$ cat config.mk
export PLATFORM = sky130hd
export DESIGN_NAME = shdp_port
export DESIGN_NICKNAME = d
export VERILOG_FILES = /design/src/shdp_pkg.sv /design/src/shdp_byte_if.sv /design/src/shdp_port.sv /design/src/shdp_shifter.sv
export SDC_FILE = /design/constraint.sdc
export NUM_CORES = 1
export LEC_CHECK = 0
export BUFFER_PORTS_ARGS = -buffer_cell sky130_fd_sc_hd__buf_2
export CORE_AREA = 2 2 202 204
export CTS_BUF_LIST = sky130_fd_sc_hd__clkbuf_8 sky130_fd_sc_hd__clkbuf_16
export DETAILED_ROUTE_END_ITERATION = 12
export DIE_AREA = 0 0 204 206
export PLACE_DENSITY = 0.78
export SLEW_MARGIN = 30
export SYNTH_ARGS = -nofsm -noshare
export SYNTH_HDL_FRONTEND = slang
export SYNTH_HIERARCHICAL = 1
export SYNTH_SLANG_ARGS = --single-unit
export TNS_END_PERCENT = 1
$ cat constraint.sdc
create_clock -name clk_sys -period 2.7 [get_ports clk_sys]
set_input_delay 0.27 -clock clk_sys [delete_from_list [all_inputs] [get_ports clk_sys]]
set_output_delay 0.27 -clock clk_sys [all_outputs]
set_load 0.05 [all_outputs]
$ cat src/shdp_pkg.sv
package shdp_pkg;

	// ----------------------------------------------------------------
	// Command codes
	// ----------------------------------------------------------------
	localparam logic [7:0] PROGRAM_MEM_WRITE_CMD   = 8'hC0;
	localparam logic [7:0] JUMP_CODE_WRITE_CMD     = 8'hC4;
	localparam logic [7:0] COEF_WRITE_RESET_CMD    = 8'hA0;
	localparam logic [7:0] COEF_WRITE_RUN_CMD      = 8'hA4;
	localparam logic [7:0] OFFSET_WRITE_RESET_CMD  = 8'h90;
	localparam logic [7:0] OFFSET_WRITE_RUN_CMD    = 8'h94;
	localparam logic [7:0] REWRITE_PREPARE_CMD     = 8'h88;
	localparam logic [7:0] MODE_WORD_WRITE_CMD     = 8'h06;

	// ----------------------------------------------------------------
	// Set layout: address and data bytes per command
	// ----------------------------------------------------------------
	localparam logic [1:0] PROG_ADDR_BYTES  = 2'h2;
	localparam logic [1:0] RAM_ADDR_BYTES   = 2'h1;
	localparam logic [2:0] PROG_DATA_BYTES  = 3'h4;
	localparam logic [2:0] RAM_DATA_BYTES   = 3'h2;
	localparam logic [2:0] MODE_DATA_BYTES  = 3'h3;
	localparam logic [2:0] JUMP_DATA_BYTES  = 3'h1;
	localparam int         BITS_PER_BYTE    = 8;

	// ----------------------------------------------------------------
	// Timing, sizes and reset values
	// ----------------------------------------------------------------
	localparam int          CLK_PERIOD_NS     = 10;
	localparam int          WRQ_AFTER_SAMPLE_RATE_CLOCK_NS = 150;
	localparam int          WRQ_AFTER_SAMPLE_RATE_CLOCK_CYCLES =
		(WRQ_AFTER_SAMPLE_RATE_CLOCK_NS + CLK_PERIOD_NS - 1) / CLK_PERIOD_NS;
	localparam logic [1:0]  WRITE_READY_FLAG_LOW_CYCLES   = 2'h2;
	localparam int          REWRITE_DEPTH     = 16;
	localparam logic [23:0] MODE_WORD_RESET   = 24'h000004;
	localparam logic [7:0]  JUMP_CODE_RESET   = 8'h00;

	// ----------------------------------------------------------------
	// Types
	// ----------------------------------------------------------------
	typedef enum logic [3:0]
	{
		OP_NONE     = 4'h0,
		OP_PROG     = 4'h1,
		OP_COEF     = 4'h2,
		OP_OFFS     = 4'h3,
		OP_COEF_RUN = 4'h4,
		OP_OFFS_RUN = 4'h5,
		OP_PREP     = 4'h6,
		OP_JUMP     = 4'h7,
		OP_MODE     = 4'h8
	} shdp_op_t;

	typedef enum logic [2:0]
	{
		S_CMD    = 3'h0,
		S_ADDR   = 3'h1,
		S_DATA   = 3'h3,
		S_BUSY   = 3'h2,
		S_SAMPLE_RATE_CLOCK   = 3'h6,
		S_REWR   = 3'h7,
		S_IGNORE = 3'h4
	} shdp_state_t;

endpackage

$ cat src/shdp_byte_if.sv
`timescale 1ns/10ps

interface shdp_byte_if;
	logic       byte_valid;
	logic [7:0] byte_data;
	logic       wrq_fall;
	logic       selected;

	modport producer
	(
		output byte_valid,
		output byte_data,
		output wrq_fall,
		output selected
	);

	modport consumer
	(
		input byte_valid,
		input byte_data,
		input wrq_fall,
		input selected
	);
endinterface

$ cat src/shdp_port.sv
// Functional notes
// Seven host pins: serial in/out, shift clock, ready, select, request, data-ready.
// Every byte shifts most significant bit first.
// An 8-bit command byte precedes operands and selects the operation.
// Code C0 writes program memory, only while processor held in reset.
// Code C4 writes the jump-condition code in reset or run state.
// Coefficient writes use A0 in reset state, A4 in run state.
// Offset writes use 90 in reset state, 94 in run state.
// Code 88 prepares a run-state rewrite by filling the rewrite buffer.
// Code 06 writes the 24-bit mode word, reset state only.
// Program set: command, two address bytes (bit 8 in first), four data bytes.
// Ready drops after a program set, rises when that write completes.
// Consecutive addresses send only data; the device advances the address.
// Host drops write-request before command, address and data of a new address.
// Coefficient set: command, 8-bit address, data upper then lower byte.
// Ready low after coefficient or offset set until the write completes.
// Offset set: command, address byte with zero top bit, two data bytes.
// Up to 16 buffered words, rewritten at successive addresses by run command.
// Jump-condition set: command then one 8-bit condition code.
// Received condition code loads on the sample-rate clock rising edge.
// Jump taken when any code bit matches a set condition-field bit.
// Ready low after jump set until the condition register update.
// In reset state host raises request 150 ns after first sample-clock rise.
// Select low for transfers; high floats serial out and ready, ignores input.
// Ready low interval lasts about two system clock cycles.
// Serial input sampled on shift clock rising edge, eight edges per byte.
`timescale 1ns/10ps

module shdp_port
	import shdp_pkg::*;
#(
	parameter int DEPTH = REWRITE_DEPTH
)
(
	input  wire logic        clk_sys,
	input  wire logic        reset_n,
	input  wire logic        cs_n,
	input  wire logic        sclk,
	input  wire logic        si,
	input  wire logic        write_request_n,
	input  wire logic        sample_rate_clock,
	input  wire logic        proc_reset_n,
	input  wire logic [7:0]  jump_condition_field,
	output logic             so,
	output logic             so_oe,
	output logic             write_ready_flag,
	output logic             write_ready_oe,
	output logic             readback_ready,
	output logic             program_mem_we,
	output logic             coef_mem_we,
	output logic             offset_mem_we,
	output logic [8:0]       mem_addr,
	output logic [31:0]      mem_data,
	output logic [23:0]      mode_word,
	output logic [7:0]       jump_code,
	output logic             jump_taken
);

	localparam int IDX_W = $clog2(DEPTH + 1);

	shdp_byte_if byte_bus ();

	shdp_state_t      state;
	shdp_op_t         op;
	logic [1:0]       addr_left;
	logic [2:0]       data_left;
	logic [8:0]       addr;
	logic [23:0]      data_acc;
	logic [1:0]       busy_cnt;
	logic [7:0]       jump_pending;
	logic [IDX_W-1:0] buf_count;
	logic [IDX_W-1:0] rew_idx;
	logic [15:0]      rw_buf [DEPTH];
	logic [2:0]       sample_rate_clock_s;
	logic [1:0]       run_s;

	// ----------------------------------------------------------------
	// Serial byte receiver
	// ----------------------------------------------------------------
	shdp_shifter u_shifter
	(
		.clk_sys         (clk_sys),
		.reset_n         (reset_n),
		.sclk            (sclk),
		.si              (si),
		.cs_n            (cs_n),
		.write_request_n (write_request_n),
		.bus             (byte_bus.producer)
	);

	// ----------------------------------------------------------------
	// Sample-rate clock and processor state synchronisers
	// ----------------------------------------------------------------
	always_ff @(posedge clk_sys or negedge reset_n)
	begin
		if (!reset_n)
		begin
			sample_rate_clock_s <= 3'h0;
			run_s  <= 2'h0;
		end
		else
		begin
			sample_rate_clock_s <= {sample_rate_clock_s[1:0], sample_rate_clock};
			run_s  <= {run_s[0], proc_reset_n};
		end
	end

	// ----------------------------------------------------------------
	// Command decode
	// ----------------------------------------------------------------
	wire       sample_rate_clock_rise = sample_rate_clock_s[1] & ~sample_rate_clock_s[2];
	wire       run       = run_s[1];
	wire       got_byte  = byte_bus.byte_valid;
	wire [7:0] rx        = byte_bus.byte_data;
	wire       restart   = byte_bus.wrq_fall;

	wire is_prog     = (rx == PROGRAM_MEM_WRITE_CMD)  & ~run;
	wire is_jump     = (rx == JUMP_CODE_WRITE_CMD);
	wire is_coef     = (rx == COEF_WRITE_RESET_CMD)   & ~run;
	wire is_coef_run = (rx == COEF_WRITE_RUN_CMD)     &  run;
	wire is_offs     = (rx == OFFSET_WRITE_RESET_CMD) & ~run;
	wire is_offs_run = (rx == OFFSET_WRITE_RUN_CMD)   &  run;
	wire is_prep     = (rx == REWRITE_PREPARE_CMD)    &  run;
	wire is_mode     = (rx == MODE_WORD_WRITE_CMD)    & ~run;

	wire shdp_op_t cmd_op =
		is_prog     ? OP_PROG     :
		is_jump     ? OP_JUMP     :
		is_coef     ? OP_COEF     :
		is_coef_run ? OP_COEF_RUN :
		is_offs     ? OP_OFFS     :
		is_offs_run ? OP_OFFS_RUN :
		is_prep     ? OP_PREP     :
		is_mode     ? OP_MODE     : OP_NONE;

	wire [1:0] cmd_addr_bytes =
		(cmd_op == OP_PROG) ? PROG_ADDR_BYTES :
		(cmd_op == OP_COEF || cmd_op == OP_OFFS ||
		 cmd_op == OP_COEF_RUN || cmd_op == OP_OFFS_RUN) ?
		RAM_ADDR_BYTES : 2'h0;

	function automatic logic [2:0] data_bytes(input shdp_op_t o);
		case (o)
			OP_PROG: data_bytes = PROG_DATA_BYTES;
			OP_MODE: data_bytes = MODE_DATA_BYTES;
			OP_JUMP: data_bytes = JUMP_DATA_BYTES;
			default: data_bytes = RAM_DATA_BYTES;
		endcase
	endfunction

	wire [31:0] next_data  = {data_acc, rx};
	wire [8:0]  next_addr  = {addr[0] & (op == OP_PROG), rx};
	wire        last_data  = (data_left == 3'h1);
	wire        last_addr  = (addr_left == 2'h1);
	wire        run_op     = (op == OP_COEF_RUN) || (op == OP_OFFS_RUN);
	wire        buf_room   = (buf_count < IDX_W'(DEPTH));
	wire        rew_last   = (rew_idx == buf_count - IDX_W'(1));
	wire        may_start  = (state == S_CMD) || (state == S_ADDR) ||
	                         (state == S_DATA) || (state == S_IGNORE);
	wire        set_done   = (state == S_DATA) && got_byte && last_data;
	wire        single_set = (op == OP_PROG) || (op == OP_COEF) ||
	                         (op == OP_OFFS) || (op == OP_MODE);

	// ----------------------------------------------------------------
	// Transfer sequencer
	// ----------------------------------------------------------------
	always_ff @(posedge clk_sys or negedge reset_n)
	begin
		if (!reset_n)
		begin
			state     <= S_CMD;
			op        <= OP_NONE;
			addr_left <= 2'h0;
			data_left <= 3'h0;
			busy_cnt  <= 2'h0;
			rew_idx   <= '0;
		end
		else if (restart && may_start)
		begin
			state <= S_CMD;
		end
		else
		begin
			case (state)
				S_CMD:
					if (got_byte)
					begin
						op        <= cmd_op;
						addr_left <= cmd_addr_bytes;
						data_left <= data_bytes(cmd_op);
						if (cmd_op == OP_NONE)
							state <= S_IGNORE;
						else if (cmd_addr_bytes != 2'h0)
							state <= S_ADDR;
						else
							state <= S_DATA;
					end
				S_ADDR:
					if (got_byte)
					begin
						addr_left <= addr_left - 2'h1;
						if (last_addr)
							state <= run_op ? S_SAMPLE_RATE_CLOCK : S_DATA;
					end
				S_DATA:
					if (got_byte)
					begin
						data_left <= last_data ? data_bytes(op) :
						             data_left - 3'h1;
						if (last_data && single_set)
						begin
							state    <= S_BUSY;
							busy_cnt <= WRITE_READY_FLAG_LOW_CYCLES - 2'h1;
						end
						else if (last_data && op == OP_JUMP)
							state <= S_SAMPLE_RATE_CLOCK;
					end
				S_BUSY:
					if (busy_cnt == 2'h0)
						state <= S_DATA;
					else
						busy_cnt <= busy_cnt - 2'h1;
				S_SAMPLE_RATE_CLOCK:
					if (sample_rate_clock_rise)
					begin
						rew_idx <= '0;
						if (op == OP_JUMP || buf_count == '0)
							state <= (op == OP_JUMP) ? S_DATA : S_CMD;
						else
							state <= S_REWR;
					end
				S_REWR:
				begin
					rew_idx <= rew_idx + IDX_W'(1);
					if (rew_last)
						state <= S_CMD;
				end
				S_IGNORE:
					state <= S_IGNORE;
				default:
					state <= S_CMD;
			endcase
		end
	end

	// ----------------------------------------------------------------
	// Address and data accumulation
	// ----------------------------------------------------------------
	always_ff @(posedge clk_sys or negedge reset_n)
	begin
		if (!reset_n)
		begin
			addr     <= 9'h000;
			data_acc <= 24'h000000;
		end
		else if (state == S_ADDR && got_byte)
			addr <= next_addr;
		else if (state == S_DATA && got_byte)
			data_acc <= next_data[23:0];
		else if (state == S_BUSY && busy_cnt == 2'h0)
			addr <= addr + 9'h001;
	end

	// ----------------------------------------------------------------
	// Memory write port
	// ----------------------------------------------------------------
	wire        rew_coef = (op == OP_COEF_RUN);
	wire        rew_we   = (state == S_REWR);
	wire [8:0]  rew_addr = addr + 9'(rew_idx);

	always_ff @(posedge clk_sys or negedge reset_n)
	begin
		if (!reset_n)
		begin
			program_mem_we <= 1'b0;
			coef_mem_we    <= 1'b0;
			offset_mem_we  <= 1'b0;
			mem_addr       <= 9'h000;
			mem_data       <= 32'h00000000;
		end
		else
		begin
			program_mem_we <= set_done && (op == OP_PROG);
			coef_mem_we    <= (set_done && op == OP_COEF) ||
			                  (rew_we && rew_coef);
			offset_mem_we  <= (set_done && op == OP_OFFS) ||
			                  (rew_we && !rew_coef);
			if (set_done)
			begin
				mem_addr <= addr;
				mem_data <= (op == OP_PROG) ? next_data :
				            {16'h0000, next_data[15:0]};
			end
			else if (rew_we)
			begin
				mem_addr <= rew_addr;
				mem_data <= {16'h0000, rw_buf[rew_idx[$clog2(DEPTH)-1:0]]};
			end
		end
	end

	// ----------------------------------------------------------------
	// Rewrite buffer
	// ----------------------------------------------------------------
	wire buf_load = set_done && (op == OP_PREP) && buf_room;

	always_ff @(posedge clk_sys or negedge reset_n)
	begin
		if (!reset_n)
			buf_count <= '0;
		else if (state == S_REWR && rew_last)
			buf_count <= '0;
		else if (buf_load)
			buf_count <= buf_count + IDX_W'(1);
	end

	genvar gi;
	generate
		for (gi = 0; gi < DEPTH; gi++)
		begin : g_buf
			always_ff @(posedge clk_sys or negedge reset_n)
			begin
				if (!reset_n)
					rw_buf[gi] <= 16'h0000;
				else if (buf_load && buf_count == IDX_W'(gi))
					rw_buf[gi] <= next_data[15:0];
			end
		end
	endgenerate

	// ----------------------------------------------------------------
	// Mode word and jump condition
	// ----------------------------------------------------------------
	always_ff @(posedge clk_sys or negedge reset_n)
	begin
		if (!reset_n)
		begin
			mode_word    <= MODE_WORD_RESET;
			jump_pending <= JUMP_CODE_RESET;
			jump_code    <= JUMP_CODE_RESET;
		end
		else
		begin
			if (set_done && op == OP_MODE)
				mode_word <= next_data[23:0];
			if (set_done && op == OP_JUMP)
				jump_pending <= rx;
			if (state == S_SAMPLE_RATE_CLOCK && sample_rate_clock_rise && op == OP_JUMP)
				jump_code <= jump_pending;
		end
	end

	assign jump_taken = |(jump_code & jump_condition_field);

	// ----------------------------------------------------------------
	// Host-facing outputs
	// ----------------------------------------------------------------
	assign write_ready_flag = ~((state == S_BUSY) ||
	                            (state == S_SAMPLE_RATE_CLOCK) ||
	                            (state == S_REWR));
	assign write_ready_oe   = byte_bus.selected;
	assign so               = 1'b0;
	assign so_oe            = byte_bus.selected;
	assign readback_ready   = 1'b0;

endmodule

$ cat src/shdp_shifter.sv
`timescale 1ns/10ps

module shdp_shifter
	import shdp_pkg::*;
(
	input  wire logic      clk_sys,
	input  wire logic      reset_n,
	input  wire logic      sclk,
	input  wire logic      si,
	input  wire logic      cs_n,
	input  wire logic      write_request_n,
	shdp_byte_if.producer  bus
);

	logic [2:0] sclk_s;
	logic [1:0] si_s;
	logic [1:0] cs_s;
	logic [2:0] wrq_s;
	logic [6:0] shreg;
	logic [2:0] bit_cnt;
	logic       byte_valid;
	logic [7:0] byte_data;

	// ----------------------------------------------------------------
	// Pin synchronisers
	// ----------------------------------------------------------------
	always_ff @(posedge clk_sys or negedge reset_n)
	begin
		if (!reset_n)
		begin
			sclk_s <= 3'h7;
			si_s   <= 2'h0;
			cs_s   <= 2'h3;
			wrq_s  <= 3'h7;
		end
		else
		begin
			sclk_s <= {sclk_s[1:0], sclk};
			si_s   <= {si_s[0], si};
			cs_s   <= {cs_s[0], cs_n};
			wrq_s  <= {wrq_s[1:0], write_request_n};
		end
	end

	wire sclk_rise = sclk_s[1] & ~sclk_s[2];
	wire selected  = ~cs_s[1];
	wire wrq_fall  = wrq_s[2] & ~wrq_s[1];
	wire last_bit  = (bit_cnt == 3'(BITS_PER_BYTE - 1));
	wire [7:0] full_byte = {shreg, si_s[1]};

	// ----------------------------------------------------------------
	// Byte assembly, MSB first
	// ----------------------------------------------------------------
	always_ff @(posedge clk_sys or negedge reset_n)
	begin
		if (!reset_n)
		begin
			shreg      <= 7'h00;
			bit_cnt    <= 3'h0;
			byte_valid <= 1'b0;
			byte_data  <= 8'h00;
		end
		else
		begin
			byte_valid <= 1'b0;
			if (!selected || wrq_fall)
				bit_cnt <= 3'h0;
			else if (sclk_rise)
			begin
				shreg   <= full_byte[6:0];
				bit_cnt <= bit_cnt + 3'h1;
				if (last_bit)
				begin
					byte_valid <= 1'b1;
					byte_data  <= full_byte;
				end
			end
		end
	end

	assign bus.byte_valid = byte_valid;
	assign bus.byte_data  = byte_data;
	assign bus.wrq_fall   = wrq_fall;
	assign bus.selected   = selected;

endmodule

### Word-level counts from Yosys, hierarchy flattened

Cells that the tools add are included.

| word-level totals | value |
|---|---|
| bits in registers | 431 |
| input bits | 16 |
| output and inout port bits | 82 |
| logic and storage cells | 274 |

| cells by class | value |
|---|---|
| add/sub/neg operators | 9 |
| order comparisons | 2 |
| eq/ne operators | 63 |
| muxes and demuxes | 59 |
| bitwise gates (word level) | 22 |
| reductions and logical operators | 76 |

Operator list:

| kind | number |
|---|---|
| $mux W32 | 3 |
| $bmux W16 S4 | 1 |
| $eq A8 B8 Y1 const B | 7 |
| $mux W3 | 18 |
| $mux W9 | 5 |
| $eq A5 B4 Y1 const B | 8 |
| $logic_and A1 B1 Y1 | 35 |
| $mux W16 | 2 |
| $mux W4 | 8 |
| $eq A4 B3 Y1 const B | 7 |
| $pmux W3 S7 | 1 |
| $eq A5 B3 Y1 const B | 4 |
| $pmux W3 S3 | 2 |
| $reduce_bool A2 Y1 | 9 |
| $eq A4 B2 Y1 const B | 4 |
| $logic_or A1 B1 Y1 | 16 |
| $mux W2 | 8 |
| $mux W5 | 3 |
| $eq A3 B3 Y1 const B | 4 |
| $ne A3 B2 Y1 const B | 4 |
| $and A1 B1 Y1 | 11 |
| $add A5 B1 Y5 const B | 2 |
| $eq A5 B2 Y1 const B | 2 |
| $pmux W5 S2 | 1 |
| other kinds (38) | 66 |

### Depth between registers and ports, before layout

| depth | value |
|---|---|
| word-level depth | 22 |
| depth in mapped cells | 12 |
| gate-level depth less buffers | 9 |

### Hierarchy

Netlist, hierarchy kept.

Modules (own cells, without submodules):

| module | instances | cells each | area each (um2) |
|---|---|---|---|
| shdp_port | 1 | 1,345 | 18,715.4 |
| shdp_shifter | 1 | 59 | 1,044.8 |

### Least setup slack after synthesis

OpenSTA, ideal clock, no wires.

| path | value |
|---|---|
| kind | register to register |
| start | register rew_idx[1] |
| end | register mem_addr[8] |
| arrival | 2.445 ns |
| required time | 2.575 ns |
| setup slack | 0.131 ns |
| cell stages (with the launch flop) | 11 |
| buffers on the path | 2 |
| clock period less this slack | 2.569 ns |
| cells stage by stage | dfrtp_1 -> clkbuf_1 -> buf_1 -> inv_1 -> fa_1 -> nor2b_1 -> o21ai_0 -> a21boi_0 -> o211a_1 -> a31o_2 -> nand3_1 |

| between the ends | value |
|---|---|
| longest elaborated chain between the ends | 3 |

RTL lines:

| what | RTL line | source |
|---|---|---|
| start, declared | shdp_port.sv:72 | `logic [IDX_W-1:0] rew_idx;` |
| start signal, assigned | shdp_port.sv:234 | `rew_idx <= rew_idx + IDX_W'(1);` |
| $add A9 B5 Y9 | shdp_port.sv:269 | `wire [8:0] rew_addr = addr + 9'(rew_idx);` |
| $mux W9 | shdp_port.sv:294 | `else if (rew_we)` |
| $mux W9 | shdp_port.sv:288 | `if (set_done)` |
| end signal, assigned | shdp_port.sv:290 | `mem_addr <= addr;` |
| end signal, assigned | shdp_port.sv:296 | `mem_addr <= rew_addr;` |
| end, declared | shdp_port.sv:52 | `output logic [8:0] mem_addr,` |

Every way passes these cells. The select of a mux whose other input is x is not followed.
A chain may end at the register's enable or synchronous reset.

### Worst setup path in the final report

| path | value |
|---|---|
| start | register data_left[1] |
| end | register rw_buf[42] (netlist bit) |

| between the ends | value |
|---|---|
| longest elaborated chain between the ends | 5 |

RTL lines:

| what | RTL line | source |
|---|---|---|
| start, declared | shdp_port.sv:66 | `logic [2:0] data_left;` |
| start signal, assigned | shdp_port.sv:190 | `data_left <= data_bytes(cmd_op);` |
| start signal, assigned | shdp_port.sv:208 | `data_left <= last_data ? data_bytes(op) :` |
| $eq A3 B1 Y1 | shdp_port.sv:153 | `wire last_data = (data_left == 3'h1);` |
| $logic_and A1 B1 Y1 | shdp_port.sv:160 | `wire set_done = (state == S_DATA) && got_byte && last_data;` |
| $logic_and A1 B1 Y1 (2 in a row) | shdp_port.sv:305 | `wire buf_load = set_done && (op == OP_PREP) && buf_room;` |
| $logic_and A1 B1 Y1 | shdp_port.sv:325 | `else if (buf_load && buf_count == IDX_W'(gi))` |
| end signal, assigned by index | shdp_port.sv:326 | `rw_buf[gi] <= next_data[15:0];` |
| end, declared | shdp_port.sv:73 | `logic [15:0] rw_buf [DEPTH];` |

Every way passes these cells.

==> flow_summary.json <==
{
  "avgSynthCellArea_um2": 14.07,
  "syn_inst": 1404,
  "synth_largest_area_cell": "dfrtp_1",
  "start_kind": "flop",
  "postRouteAntennaNets": 0,
  "p_total_mw": 13.00,
  "yosysWarnings": 6,
  "grt_overflow": 0,
  "rrSetupSlack_ns": 0.26,
  "required_ns": 3.14,
  "num_rows": 74,
  "grt_pass1_wl_um": 72020,
  "dieWidth_um": 204,
  "first_iter_violations": 843,
  "cap_violations": 0,
  "netlist_area_um2": 19760,
  "first_global_vias": 12787,
  "p_leak_nw": 11.09,
  "grt_usage_pct": 21.90,
  "synth_area_leaders": "dfrtp_1, mux2_2, mux4_2, clkbuf_1, mux2_4",
  "critPathTopFamily": "simple AND/OR/NAND/NOR gates",
  "syn2layout_area_growth_pct": 13.69,
  "clock-sinks": 431,
  "initial_core_util_pct": 49.17,
  "antenna_found_initial": 0,
  "dp_hpwl_um": 28260,
  "slowest_stage": "mux2_4",
  "multi_input_area_um2": 8369,
  "async_reset_ff_share_pct": 100.0,
  "die_y_um": 206,
  "synth_flop_cell": "dfrtp_1",
  "layout_commonest_cell": "dfrtp_1",
  "power_density_nw_per_um2": 578.9,
  "core-area_um2": 40180,
  "clock_latency_ns": 0.56,
  "netlist-cell-type-count": 69,
  "n_antenna_cell": 0,
  "numCtsBuffers": 42,
  "post_cts_buffers": 0,
  "vias": 12117,
  "crit_fanout": 16,
  "synth_edf_count": 0,
  "utilization_pct": 55.91,
  "grt_max_degree": 77,
  "ios": 98,
  "setup_viol": 0,
  "drive_above_1_share_pct": 43.23,
  "cts_buffer_depth": 3,
  "min_period_ns": 2.436,
  "ir_worst_vdd_mv": 0.4118,
  "wl_per_cell_um": 21.68,
  "yosysSeqAreaShare_pct": 54.64,
  "root_buffer": "clkbuf_16",
  "timing.fmax_ghz": 0.4105,
  "finalHoldViolations": 0,
  "arrival_ns": 2.87,
  "worst_pin_slew_ns": 0.9358,
  "ys_seq_elements": 431,
  "rsz0062_at_grt": "no",
  "path_clk_slew_ns": 0.07,
  "drtPass1Iterations": 5,
  "register_area_um2": 10800,
  "relSlewSlack_pct": 37.62,
  "viasPerCell": 5.879,
  "fin_nets": 1533,
  "cts.htree.levels": 2,
  "critPathKind": "reg -> reg",
  "cts_hold_buf": 7,
  "drc": 0,
  "drt-total-wl_um": 44680,
  "maxSlewViolCount": 0,
  "postCtsResizedCells": 0,
  "end_kind": "flop",
  "crit_path_max_incr_delay_ns": 0.42,
  "post-route-period-util_pct": 90.23,
  "status": "finished, final reports clean",
  "critPathBufInv": 2,
  "hold_class": "in -> async",
  "worstPathCellList": "inv_1 -> ha_1 -> nand2b_1 -> or2_1 -> nor4_4 -> and2_0 -> buf_4 -> nand3_4 -> mux2_4",
  "setup_tns_ns": 0,
  "io_buffers": 95,
  "die_area_um2": 42020,
  "mostFrequentLayoutCells": "dfrtp_1, mux2_2, buf_2",
  "synth.top_cell.area_share_pct": 53.44,
  "fill_cells": 3123,
  "fin_worst_skew_ns": 0.01662,
  "globalplace.congestion": 0.8771,
  "tritoncts": "yes"
}
## logic make-up after synthesis
logic type	share of synthesized area, %
adders and majority gates	1.304
and+or+nand+nor	6.819
xor gates and xnor gates	1.285
muxes	28.23
other	0.01898
DFF	54.64
buffers and inverters	3.052
AOI/OAI and AO/OA	4.648
## per-layer routing
metal  share of wire (%)  vias up  global-route usage (%)  routed length (µm)
met4                 3.0        0                   7.635                1319
met1                  42     6428                   29.04               18920
met2                  50      309                   37.40               22550
li1                    -     5284                       -                   -
met3                 4.2       96                   2.822                1885
met5                   0        -                       0                   0
## cell type report
| cell class | instances | area share [%] |
|---|---|---|
| clock buffers | 52 | 5.291 |
| well taps | 532 | 2.963 |
| flip-flops and latches | 431 | 48.08 |
| clock inverters | 24 | 1.192 |
| inverters | 17 | 0.2840 |
| repair buffers | 164 | 4.935 |
| multi-input cells | 841 | 37.25 |
## path summary, 6_finish.rpt
kind                       depth (start not counted)                endpoint          from
max                                                9              rw_buf[42]  data_left[1]
min in group clk_sys                               0                run_s[1]      run_s[0]
max reg2reg                                        9              rw_buf[42]  data_left[1]
max in group asynchronous                          3              rw_buf[75]       reset_n
min reg2reg                                        0                run_s[1]      run_s[0]
min                                                2  sample_rate_clock_s[0]       reset_n
## where the power goes
part           switching (mW)  total [mW]  internal (mW)
logic                   0.235       0.359          0.125
clock network            2.47        6.08           3.61
registers              0.0410        6.56           6.52
## synth_stat cells (all sizes together), types with 16 or more instances
master / number
clkbuf: 80
dfrtp: 422
o21ai: 45
xor2: 16
a22o: 19
mux2: 327
mux4: 80
nor2: 50
buf: 36
a21oi: 46
ha: 19
nand2: 83
inv: 17
## flip-flops by register name, summed over array words and instances, names as in the netlist, 3 cells and up
register / flops
rw_buf: 256
mem_data: 32
data_acc: 24
mode_word: 24
addr: 9
mem_addr: 9
jump_code: 8
jump_pending: 8
u_shifter/bus.byte_data: 8
u_shifter/shreg: 7
buf_count: 5
rew_idx: 5
op: 4
data_left: 3
sample_rate_clock_s: 3
state: 3
u_shifter/bit_cnt: 3
u_shifter/sclk_s: 3
u_shifter/wrq_s: 3
## per-stage QoR
stage	instances	hold slack (ns)	setup WS, ns	instance area (µm²)
final	2061	0.3174	0.2637	22470
after detailed placement	1978	0.2948	0.3084	20940
after CTS	2061	0.3174	0.2777	22470
after floorplan	1405	-0.02559	0.1306	19760
after global routing	2061	0.3526	0.1247	22470
after global placement	1978	0.2881	0.2984	20940
(Power assumes the default switching activity.)
